**src/rtl/cm_pkg.sv**
```systemverilog
package cm_pkg;
	// register byte offsets on the apb bus
	localparam logic [7:0] MODE_OFF   = 8'h00; // clock_monitor_mode_reg
	localparam logic [7:0] RSRC_OFF   = 8'h04; // reset_source_reg
	localparam logic [7:0] PCC_OFF    = 8'h08; // processor_clock_ctrl_reg
	localparam logic [7:0] OSC_OFF    = 8'h0c; // internal_osc_ctrl_reg
	localparam logic [7:0] IST_OFF    = 8'h10; // interrupt status
	localparam logic [7:0] IMSK_OFF   = 8'h14; // interrupt mask
	localparam logic [7:0] STAT_OFF   = 8'h18; // live monitor state
	// field positions
	localparam int MON_EN_BIT   = 0; // monitor_enable_flag
	localparam int MON_RST_BIT  = 0; // monitor_reset_flag
	localparam int MOSC_BIT     = 0; // main_osc_stop_bit
	localparam int CSRC_BIT     = 1; // clock_source_status_bit
	localparam int IOSC_BIT     = 0; // internal_osc_stop_bit
	// event bits: 0 main clock loss detected, 1 monitor started
	localparam int EV_LOSS_BIT  = 0;
	localparam int EV_START_BIT = 1;
	localparam int EV_W         = 2;
	// reset values
	localparam logic [31:0] MASK_RST = 32'h0000_0000;
	// sampling tick of the internal oscillator and loss window
	localparam int  SAMPLE_DIV   = 8;  // clock cycles per sampling tick
	localparam int  LOSS_TICKS   = 4;  // ticks without a main clock edge
	localparam int  SLVERR_NONE  = 0;
	// cpu clock selection codes
	typedef enum logic [1:0] {
		CM_CPU_MAIN = 2'b00,
		CM_CPU_SUB  = 2'b01,
		CM_CPU_INT  = 2'b10
	} cm_cpu_clk_t;
	// power modes
	typedef enum logic [2:0] {
		CM_RUN   = 3'b000,
		CM_HALT  = 3'b001,
		CM_IDLE1 = 3'b010,
		CM_IDLE2 = 3'b011,
		CM_STOP  = 3'b100,
		CM_SIDLE = 3'b101
	} cm_pmode_t;
endpackage

```
**src/rtl/cm_monitor.sv**
```systemverilog
// Functional notes
// RULE1 - sample the main clock with the internal oscillator; request reset on loss
// RULE2 - enable flag, once set, cannot be cleared by software writes
// RULE3 - a monitor-caused reset sets the monitor reset flag in reset source
// RULE4 - writing 1 to the enable flag starts monitoring
// RULE5 - no checking during oscillation stabilisation after stop release
// RULE6 - no checking from main stop bit set until source status returns to 0; code suspends only while the bit is 1 or main is inactive with status 1
// RULE7 - no checking while the internal oscillator is stopped
// RULE8 - no checking while the cpu runs from the internal oscillator
// RULE9 - checking continues in halt and idle modes; stops in stop and reset
// RULE10 - in sub-idle, check when main stop bit is 0, stop when it is 1
// RULE11 - software stops the internal oscillator with the stop bit
// RULE12 - stop writes are ignored while the cpu runs on the internal oscillator
// RULE13 - loss is no main edge within a fixed tick count; one reset request
//
// The APB register port and the register addresses were decided locally.
`timescale 1ns/1ps
module cm_monitor #(
	parameter int SAMPLE_DIV = cm_pkg::SAMPLE_DIV, // cycles per sampling tick
	parameter int LOSS_TICKS = cm_pkg::LOSS_TICKS  // ticks counted as loss
) (
	input  wire logic        i_clock,        // 250 mhz system clock
	input  wire logic        i_rst_n,        // synchronous reset, low
	input  wire logic        i_psel,         // apb select
	input  wire logic        i_penable,      // apb enable
	input  wire logic        i_pwrite,       // apb direction
	input  wire logic [7:0]  i_paddr,        // apb byte address
	input  wire logic [31:0] i_pwdata,       // apb write data
	input  wire logic [3:0]  i_pstrb,        // apb byte strobes
	output logic      [31:0] o_prdata,       // apb read data
	output logic             o_pready,       // apb ready
	output logic             o_pslverr,      // apb error
	input  wire logic        i_main_clk,     // main clock pin
	input  wire logic        i_main_running, // main clock source active
	input  wire logic [1:0]  i_cpu_clk_sel,  // cpu clock source code
	input  wire logic [2:0]  i_power_mode,   // current power mode
	input  wire logic        i_osc_stab,     // stabilisation count running
	input  wire logic        i_warm_reset,   // reset by the reset controller
	input  wire logic        i_cm_reset_src, // last reset came from monitor
	output logic             o_rst_req,      // reset request to controller
	output logic             o_int_osc_stop, // stop the internal oscillator
	output logic             o_main_osc_stop,// stop the main oscillator
	output logic             o_irq           // level interrupt
);
	typedef struct packed {
		logic        mon_en;     // monitor_enable_flag
		logic        mon_rst;    // monitor_reset_flag
		logic        mosc_stop;  // main_osc_stop_bit
		logic        iosc_stop;  // internal_osc_stop_bit
		logic [31:0] mask;       // interrupt mask
		logic [cm_pkg::EV_W-1:0] ist; // sticky status
		logic [1:0]  mck_s;      // main clock synchroniser
		logic        mck_last;   // previous synchronised level
		logic        edge_seen;  // main edge since last tick
		logic [7:0]  div;        // sampling tick divider
		logic [7:0]  miss;       // ticks with no main edge
		logic        rst_req;    // reset request level
		logic [31:0] prdata;
		logic        pready;
		logic        pslverr;
		logic        irq;
		logic        src_init;   // reset source captured once
	} cm_state_t;

	cm_state_t s_q;
	cm_state_t s_d;
	logic      csrc;
	logic      on_int;
	logic      active;
	logic      tick;
	logic      wr_acc;
	logic      rd_acc;
	logic      loss;
	logic [31:0] wmask;

	// expand byte strobes to a bit mask
	function automatic logic [31:0] strb_mask(input logic [3:0] s);
		strb_mask = {{8{s[3]}}, {8{s[2]}}, {8{s[1]}}, {8{s[0]}}};
	endfunction

	// source status is 1 while the main clock is not the cpu source
	assign csrc   = (i_cpu_clk_sel != 2'(cm_pkg::CM_CPU_MAIN));
	assign on_int = (i_cpu_clk_sel == 2'(cm_pkg::CM_CPU_INT));
	assign wr_acc = i_psel & i_penable & i_pwrite & ~s_q.pready;
	assign rd_acc = i_psel & i_penable & ~i_pwrite & ~s_q.pready;
	assign wmask  = strb_mask(i_pstrb);
	assign tick   = (s_q.div == 8'(SAMPLE_DIV - 1));

	// checking is gated by every automatic stop condition
	always_comb
	begin
		active = s_q.mon_en;                           // see RULE4
		if (i_osc_stab)
			active = 1'b0;                             // see RULE5
		if (s_q.mosc_stop || (!i_main_running && csrc))
			active = 1'b0;                             // see RULE6
		if (i_power_mode == 3'(cm_pkg::CM_SIDLE) && s_q.mosc_stop)
			active = 1'b0;                             // see RULE10
		if (s_q.iosc_stop)
			active = 1'b0;                             // see RULE7
		if (on_int)
			active = 1'b0;                             // see RULE8
		if (i_power_mode == 3'(cm_pkg::CM_STOP))
			active = 1'b0;                             // see RULE9
	end

	// halt and idle modes leave active untouched, see RULE9
	assign loss = active && tick && !s_q.edge_seen
		&& (s_q.miss == 8'(LOSS_TICKS - 1));      // see RULE13

	// single next-state process
	always_comb
	begin
		s_d = s_q;
		s_d.pready  = 1'b0;
		s_d.pslverr = 1'b0;
		// two flops before the main clock level is used
		s_d.mck_s    = {s_q.mck_s[0], i_main_clk};
		s_d.mck_last = s_q.mck_s[1];
		if (s_q.mck_s[1] != s_q.mck_last)
			s_d.edge_seen = 1'b1;                      // see RULE1
		s_d.div = tick ? 8'h00 : s_q.div + 8'h01;
		// a tick closes one sampling window of the internal oscillator
		if (tick)
		begin
			s_d.edge_seen = 1'b0;
			if (!active || s_q.edge_seen)
				s_d.miss = 8'h00;
			else if (s_q.miss != 8'(LOSS_TICKS - 1))
				s_d.miss = s_q.miss + 8'h01;
		end
		// request is held until reset; a pulse could be missed
		if (loss)
			s_d.rst_req = 1'b1;                        // see RULE13
		// monitor-caused reset, seen once after release
		if (!s_q.src_init)
		begin
			s_d.src_init = 1'b1;
			s_d.mon_rst  = i_cm_reset_src;             // see RULE3
		end
		// register writes
		if (wr_acc)
		begin
			s_d.pready = 1'b1;
			case (i_paddr)
				cm_pkg::MODE_OFF:
					if (i_pstrb[0] && i_pwdata[cm_pkg::MON_EN_BIT])
						s_d.mon_en = 1'b1;             // see RULE2
				cm_pkg::RSRC_OFF:
					if (i_pstrb[0] && i_pwdata[cm_pkg::MON_RST_BIT])
						s_d.mon_rst = 1'b0;
				cm_pkg::PCC_OFF:
					if (i_pstrb[0])
						s_d.mosc_stop = i_pwdata[cm_pkg::MOSC_BIT];
				cm_pkg::OSC_OFF:
					if (i_pstrb[0] && !on_int)         // see RULE12
						s_d.iosc_stop = i_pwdata[cm_pkg::IOSC_BIT]; // see RULE11
				cm_pkg::IST_OFF:
					s_d.ist = s_q.ist
						& ~(i_pwdata[cm_pkg::EV_W-1:0] & wmask[cm_pkg::EV_W-1:0]);
				cm_pkg::IMSK_OFF:
					s_d.mask = (s_q.mask & ~wmask) | (i_pwdata & wmask);
				cm_pkg::STAT_OFF:
					s_d.pslverr = 1'b0;
				default:
					s_d.pslverr = 1'b1;
			endcase
		end
		// reads answer one cycle after the access phase begins
		if (rd_acc)
		begin
			s_d.pready = 1'b1;
			s_d.prdata = 32'h0000_0000;
			case (i_paddr)
				cm_pkg::MODE_OFF:
					s_d.prdata[cm_pkg::MON_EN_BIT] = s_q.mon_en;
				cm_pkg::RSRC_OFF:
					s_d.prdata[cm_pkg::MON_RST_BIT] = s_q.mon_rst;
				cm_pkg::PCC_OFF:
				begin
					s_d.prdata[cm_pkg::MOSC_BIT] = s_q.mosc_stop;
					s_d.prdata[cm_pkg::CSRC_BIT] = csrc;
				end
				cm_pkg::OSC_OFF:
					s_d.prdata[cm_pkg::IOSC_BIT] = s_q.iosc_stop;
				cm_pkg::IST_OFF:
					s_d.prdata[cm_pkg::EV_W-1:0] = s_q.ist;
				cm_pkg::IMSK_OFF:
					s_d.prdata = s_q.mask;
				cm_pkg::STAT_OFF:
					s_d.prdata = {23'h000000, s_q.miss, active};
				default:
					s_d.pslverr = 1'b1;
			endcase
		end
		// events set after clears so a same-cycle event wins
		if (loss)
			s_d.ist[cm_pkg::EV_LOSS_BIT] = 1'b1;
		if (wr_acc && i_paddr == cm_pkg::MODE_OFF && i_pstrb[0]
			&& i_pwdata[cm_pkg::MON_EN_BIT] && !s_q.mon_en)
			s_d.ist[cm_pkg::EV_START_BIT] = 1'b1;
		s_d.irq = |(s_d.ist & s_d.mask[cm_pkg::EV_W-1:0]);
	end

	// state register; reset stops the monitor too, see RULE9
	always_ff @(posedge i_clock)
	begin
		if (!i_rst_n || i_warm_reset)
		begin
			s_q <= '0;
			s_q.mask <= cm_pkg::MASK_RST;
		end
		else
			s_q <= s_d;
	end

	assign o_prdata        = s_q.prdata;
	assign o_pready        = s_q.pready;
	assign o_pslverr       = s_q.pslverr;
	assign o_rst_req       = s_q.rst_req;
	assign o_int_osc_stop  = s_q.iosc_stop;
	assign o_main_osc_stop = s_q.mosc_stop;
	assign o_irq           = s_q.irq;
endmodule

```
**config.mk**
```make
export PLATFORM = sky130hd
export DESIGN_NAME = cm_monitor
export DESIGN_NICKNAME = d
export VERILOG_FILES = /design/src/rtl/cm_pkg.sv /design/src/rtl/cm_monitor.sv
export SDC_FILE = /design/constraint.sdc
export NUM_CORES = 1
export LEC_CHECK = 0
export ABC_AREA = 1
export BUFFER_PORTS_ARGS = -buffer_cell sky130_fd_sc_hd__buf_2
export CORE_MARGIN = 3
export CORE_UTILIZATION = 35
export DETAILED_ROUTE_END_ITERATION = 10
export GPL_ROUTABILITY_DRIVEN = 0
export GPL_TIMING_DRIVEN = 0
export PLACE_DENSITY = 0.55
export REMOVE_ABC_BUFFERS = 1
export SKIP_LAST_GASP = 1
export SLEW_MARGIN = 10
export SYNTH_ARGS = -nofsm -noshare
export SYNTH_HDL_FRONTEND = slang
export SYNTH_SLANG_ARGS = --single-unit
```
**constraint.sdc**
```tcl
create_clock -name i_clock -period 3.7 [get_ports i_clock]
set_input_delay 0.74 -clock i_clock [delete_from_list [all_inputs] [get_ports i_clock]]
set_output_delay 0.74 -clock i_clock [all_outputs]
set_load 0.02 [all_outputs]
```
After elaboration in Yosys (flattened, before gate mapping)
Index checks and enable logic that the tools add are counted.
{ "classes": {"bitwise": 15, "addsub": 2, "eq_ne": 13, "n_mux": 28, "reduce_logical": 31} }
{ "ops": {"columns": ["op", "n"], "rows": [
  ["$and 32x32->32", 2],
  ["$pmux 30 s2", 1],
  ["$mux 37", 1],
  ["$mux 32", 1],
  ["$not 32->32", 1],
  ["$or 32x32->32", 1],
  ["$eq 8x5->1 const B", 3],
  ["$mux 1", 18],
  ["$add 8x1->8 const B", 2],
  ["$eq 8x3->1 const B", 2],
  ["$eq 8x4->1 const B", 2],
  ["$mux 8", 2],
  ["$logic_and 1x1->1", 11],
  ["$reduce_and 3->1", 3],
  ["$eq 8x2->1 const B", 1],
  ["$logic_not 8->1", 1],
  ["$ne 8x2->1 const B", 1],
  ["$pmux 1 s7", 1],
  ["$reduce_or 7->1", 1],
  ["$and 2x2->2", 3],
  ["$eq 3x3->1 const B", 2],
  ["$logic_not 1->1", 6],
  ["$mux 2", 3],
  ["$and 1x1->1", 5],
  ["other kinds (9)", 15]
]} }
{ "totals": {"ff_bits": 95, "out_inout_bits": 38, "elab_cells": 107, "inputBits": 59} }

Longest topological paths before layout
{ "depth": {"ltp_word": 14, "mapped_depth": 10, "depth_no_buf": 10} }

Worst setup path before layout
Ideal clock, no wire load.
{ "synth_timing": {"path_type": "input to register", "startpoint": "input port i_paddr[1]", "endpoint": "register s_q[60] (netlist bit)", "required_ns": 3.585, "setup_time_ns": 0.115, "path_stages": 6, "n_path_buf": 0, "t_arrival_ns": 1.601, "slack_ns": 1.984, "cell_sequence": "nor2_2 -> nand3_2 -> nor2_4 -> nand3_2 -> or2_0 -> and2_1"} }
{ "synth_via": {"elab_chain_cells": 3} }
{ "synth_lines": {"columns": ["item", "line_no", "text"], "rows": [
  ["start: declaration", "cm_monitor.sv:27", "input wire logic [7:0] i_paddr,"],
  ["$eq 8x5->1", "cm_monitor.sv:145", "case (i_paddr)"],
  ["$mux 32", "cm_monitor.sv:145", null],
  ["$mux 37", "cm_monitor.sv:142", "if (wr_acc)"],
  ["end: declaration", "cm_monitor.sv:65", "cm_state_t s_q;"]
]} }
Every way passes these cells.
A chain may end at the register's enable or synchronous reset.

Worst setup path after layout
{ "layout_timing": {"startpoint": "input port i_warm_reset", "endpoint": "register s_q[42] (netlist bit)"} }
{ "layout_via": {"elab_chain_cells": 1} }
{ "layout_lines": {"columns": ["item", "line_no", "text"], "rows": [
  ["start: declaration", "cm_monitor.sv:38", "input wire logic i_warm_reset,"],
  ["$logic_or 1x1->1", "cm_monitor.sv:208", "if (!i_rst_n || i_warm_reset)"]
]} }
Every way passes these cells.

==> reports/qor.txt <==
CTS clk-pin slew, worst paths: 0.07 ns
Synth cell types: 34
Post-DP HPWL: 7122 um
root buffer cell: clkbuf_16
WL/cell: 12.63 um
fmax: 0.3670 GHz
drt total wl: 10010 um
most frequent cells in the layout: nor2_1, buf_2, dfxtp_1
Port-buffer cells: 96
Mapped Area: 0.004294 mm^2
total power: 2161 uW
Setup crit end: s_q[42]
Final Critical Period: 2.725 ns
Setup CP Type: input port to register
Leak Pwr: 0.002081 uW
Final Instance Count excl. Fillers: 793
Placed Cells: 777
# clock sinks: 95
# diodes: 0
r2r endpoint: o_prdata[5]
Sum Neg Setup Slack: 0 ns
switching power: 491.3 uW
Comb power frac: 0.049
hold_buf cts: 0
clock buffer depth: 2
First-pass DRT Iterations: 4
Syn Inst Count: 588
cell mode on critical path: inv_1
clock share of power: 0.474
final setup fails: 0
max-slew violations: 0
via count: 3749
syn_area_per_cell: 7.303 um^2
status: completed
Initial Utilization: 0.3667
r2r setup slk: 1.29 ns
Cell Pwr Density: 435.9 mW/mm^2
Vias/cell: 4.728
actual slew at the worst max-slew pin: 1.074 ns
vias in the first global route: 3463
DRC Markers: 0
Die X: 116.8 um
Worst Setup SP: i_warm_reset
R2R cell count: 6
Seq/Total Area, Yosys: 0.4429
Worst EP arrival: 3.01 ns
Pint: 1669 uW
Layout area overhead: 15.44%
warning count from the yosys run: 0
first-pass GRT wire length: 16220 um
CP cell instances: buf_2, inv_1, nand2_2, buf_12, inv_1, o21ai_1, o21ai_2, o21ai_0, nor2_1
slew margin rel.: 0.2834
Final Hold Viols: 0
crit-path max FO: 39
initial antenna violation count: 0
Tcrit/Tclk final: 0.7364
fillers: 1251
switching share of power: 0.2274
unrepaired setup endpoints after global routing: no
Clock H-tree levels: 3
worst clock skew: 0.01053 ns
slowest stage cell, crit path: inv_1
CP max stage delay: 0.79 ns
Synth area leader: dfxtp_1
Hold WS: 0.4094 ns
core area: 0.01171 mm^2
post-route ant nets: 0
CP required: 3.98 ns
Rows: 39
FF-to-FF Start: o_pready
top cells by area, synth: dfxtp_1, nor2_1, nand2_1, o21ai_0, nand3_1
Post-CTS Setup Inserts: 0
synthesis-stage register bit count: 95
share of cells above drive strength 1: 0.2062
die area: 0.01363 mm^2
CTS Buf Count: 9
Crit. End Element: register
CTS tree: yes
nets@finish: 706
Seq pwr share: 0.477
global route overflow: 0
largest net degree at the start of global routing: 40
IO Count: 97
startpoint types: input port
worst min-delay path class: register to register
VDD IR max: 0.2137 mV
most common cell after layout, fill and taps aside: nor2_1
Clock Latency Late Sink: 0.35 ns
max cap viols: 0
Synth top area share: 0.4429
Die Ht: 116.8 um
GRT Total Usage: 0.1505
number of DRC markers in iteration 0: 258
post_cts resized: 0
-- layer usage --
metal	vias up	global-route usage	routed length (um)
li1	1966	-	-
met1	1680	0.1973	4629
met2	90	0.2408	4643
met3	13	0.04352	603
met4	0	0.04511	137
met5	-	0	0
-- area by class of cell --
| cell class | instances | area, um^2 | share of cell area |
|---|---|---|---|
| Inverter | 57 | 229.0 | 0.04619 |
| Timing Repair Buffer | 97 | 500.5 | 0.1010 |
| Sequential cell | 95 | 1902 | 0.3836 |
| Multi-Input combinational cell | 385 | 1817 | 0.3665 |
| Tap cell | 143 | 178.9 | 0.03609 |
| Clock buffer | 9 | 225.2 | 0.04543 |
| Clock inverter | 7 | 105.1 | 0.02120 |
-- metrics by stage --
stage,setup WS (ns),cell area [um^2],util
finish,0.9752,4957,0.4233
floorplan,0.7727,3945,-
detailed placement,0.5746,4627,0.3951
global placement,-0.6807,4604,0.3932
CTS,0.9448,4957,0.4233
global route,0.6388,4957,0.4233
-- kinds of logic (layout without fill, tap and decap cells) --
| kind of cell | after synthesis | count (layout) | share of synthesized area |
|---|---|---|---|
| AOI/OAI and AO/OA | 104 | 104 | 0.1250 |
| xor gates and xnor gates | 4 | 4 | 0.008160 |
| adders and majority gates | 2 | 2 | 0.005827 |
| buffers and inverters | 108 | 170 | 0.1346 |
| DFF | 95 | 95 | 0.4429 |
| muxes | 1 | 1 | 0.002331 |
| and+or+nand+nor | 274 | 274 | 0.2812 |
-- synth_stat cells --
| library cell | instances |
|---|---|
| ha_1 | 2 |
| dfxtp_1 | 95 |
| buf_2 | 6 |
| inv_1 | 53 |
| nand2_1 | 83 |
| nand3_2 | 3 |
| o21ai_0 | 54 |
| o21ai_1 | 1 |
| a311oi_1 | 2 |
| o21bai_1 | 1 |
| nor3_1 | 4 |
| nor2_1 | 117 |
| nand3_1 | 48 |
| inv_2 | 1 |
| clkinv_4 | 3 |
| or2_0 | 1 |
| nand3b_1 | 1 |
| and2_1 | 1 |
| clkbuf_1 | 8 |
| nand4_1 | 4 |
| xnor2_1 | 1 |
| buf_1 | 1 |
| nand2_2 | 2 |
| nand3_4 | 1 |
| xor2_1 | 3 |
| a21oi_1 | 43 |
| buf_6 | 4 |
| buf_4 | 32 |
| o21ai_2 | 1 |
| o22ai_1 | 2 |
| mux2i_1 | 1 |
| nor2_2 | 2 |
| nand2_4 | 3 |
| nor2_4 | 4 |
-- worst min path at each step --
stage | start | to | slack, ns | cells past startpoint
after floorplan | s_d[56] | s_d[54] | 0.39 | 2
after global routing | s_d[56] | s_d[54] | 0.43 | 2
after detailed placement | s_d[56] | s_d[54] | 0.40 | 2
after global placement | s_d[56] | s_d[54] | 0.39 | 2
after CTS | s_d[56] | s_d[54] | 0.41 | 2
final | s_d[56] | s_d[54] | 0.41 | 2
-- critical path: cells and delay by family --
family                 cells  cell delay [ns]
AND/OR/NAND/NOR            2             0.34
AO/OA/AOI/OAI              3             0.69
buffers and inverters      4             1.22
-- power groups by stage --
stage | sequential [uW] | clock (uW) | combinational (uW)
2_1_floorplan | 1060 | 0 | 45.9
4_1_cts | 1030 | 1040 | 108
6_report | 1030 | 1020 | 106
3_3_place_gp | 1050 | 0 | 104
5_1_grt | 1030 | 1090 | 120
3_5_place_dp | 1050 | 0 | 108
Note: power is estimated with default switching activity, not from simulation.
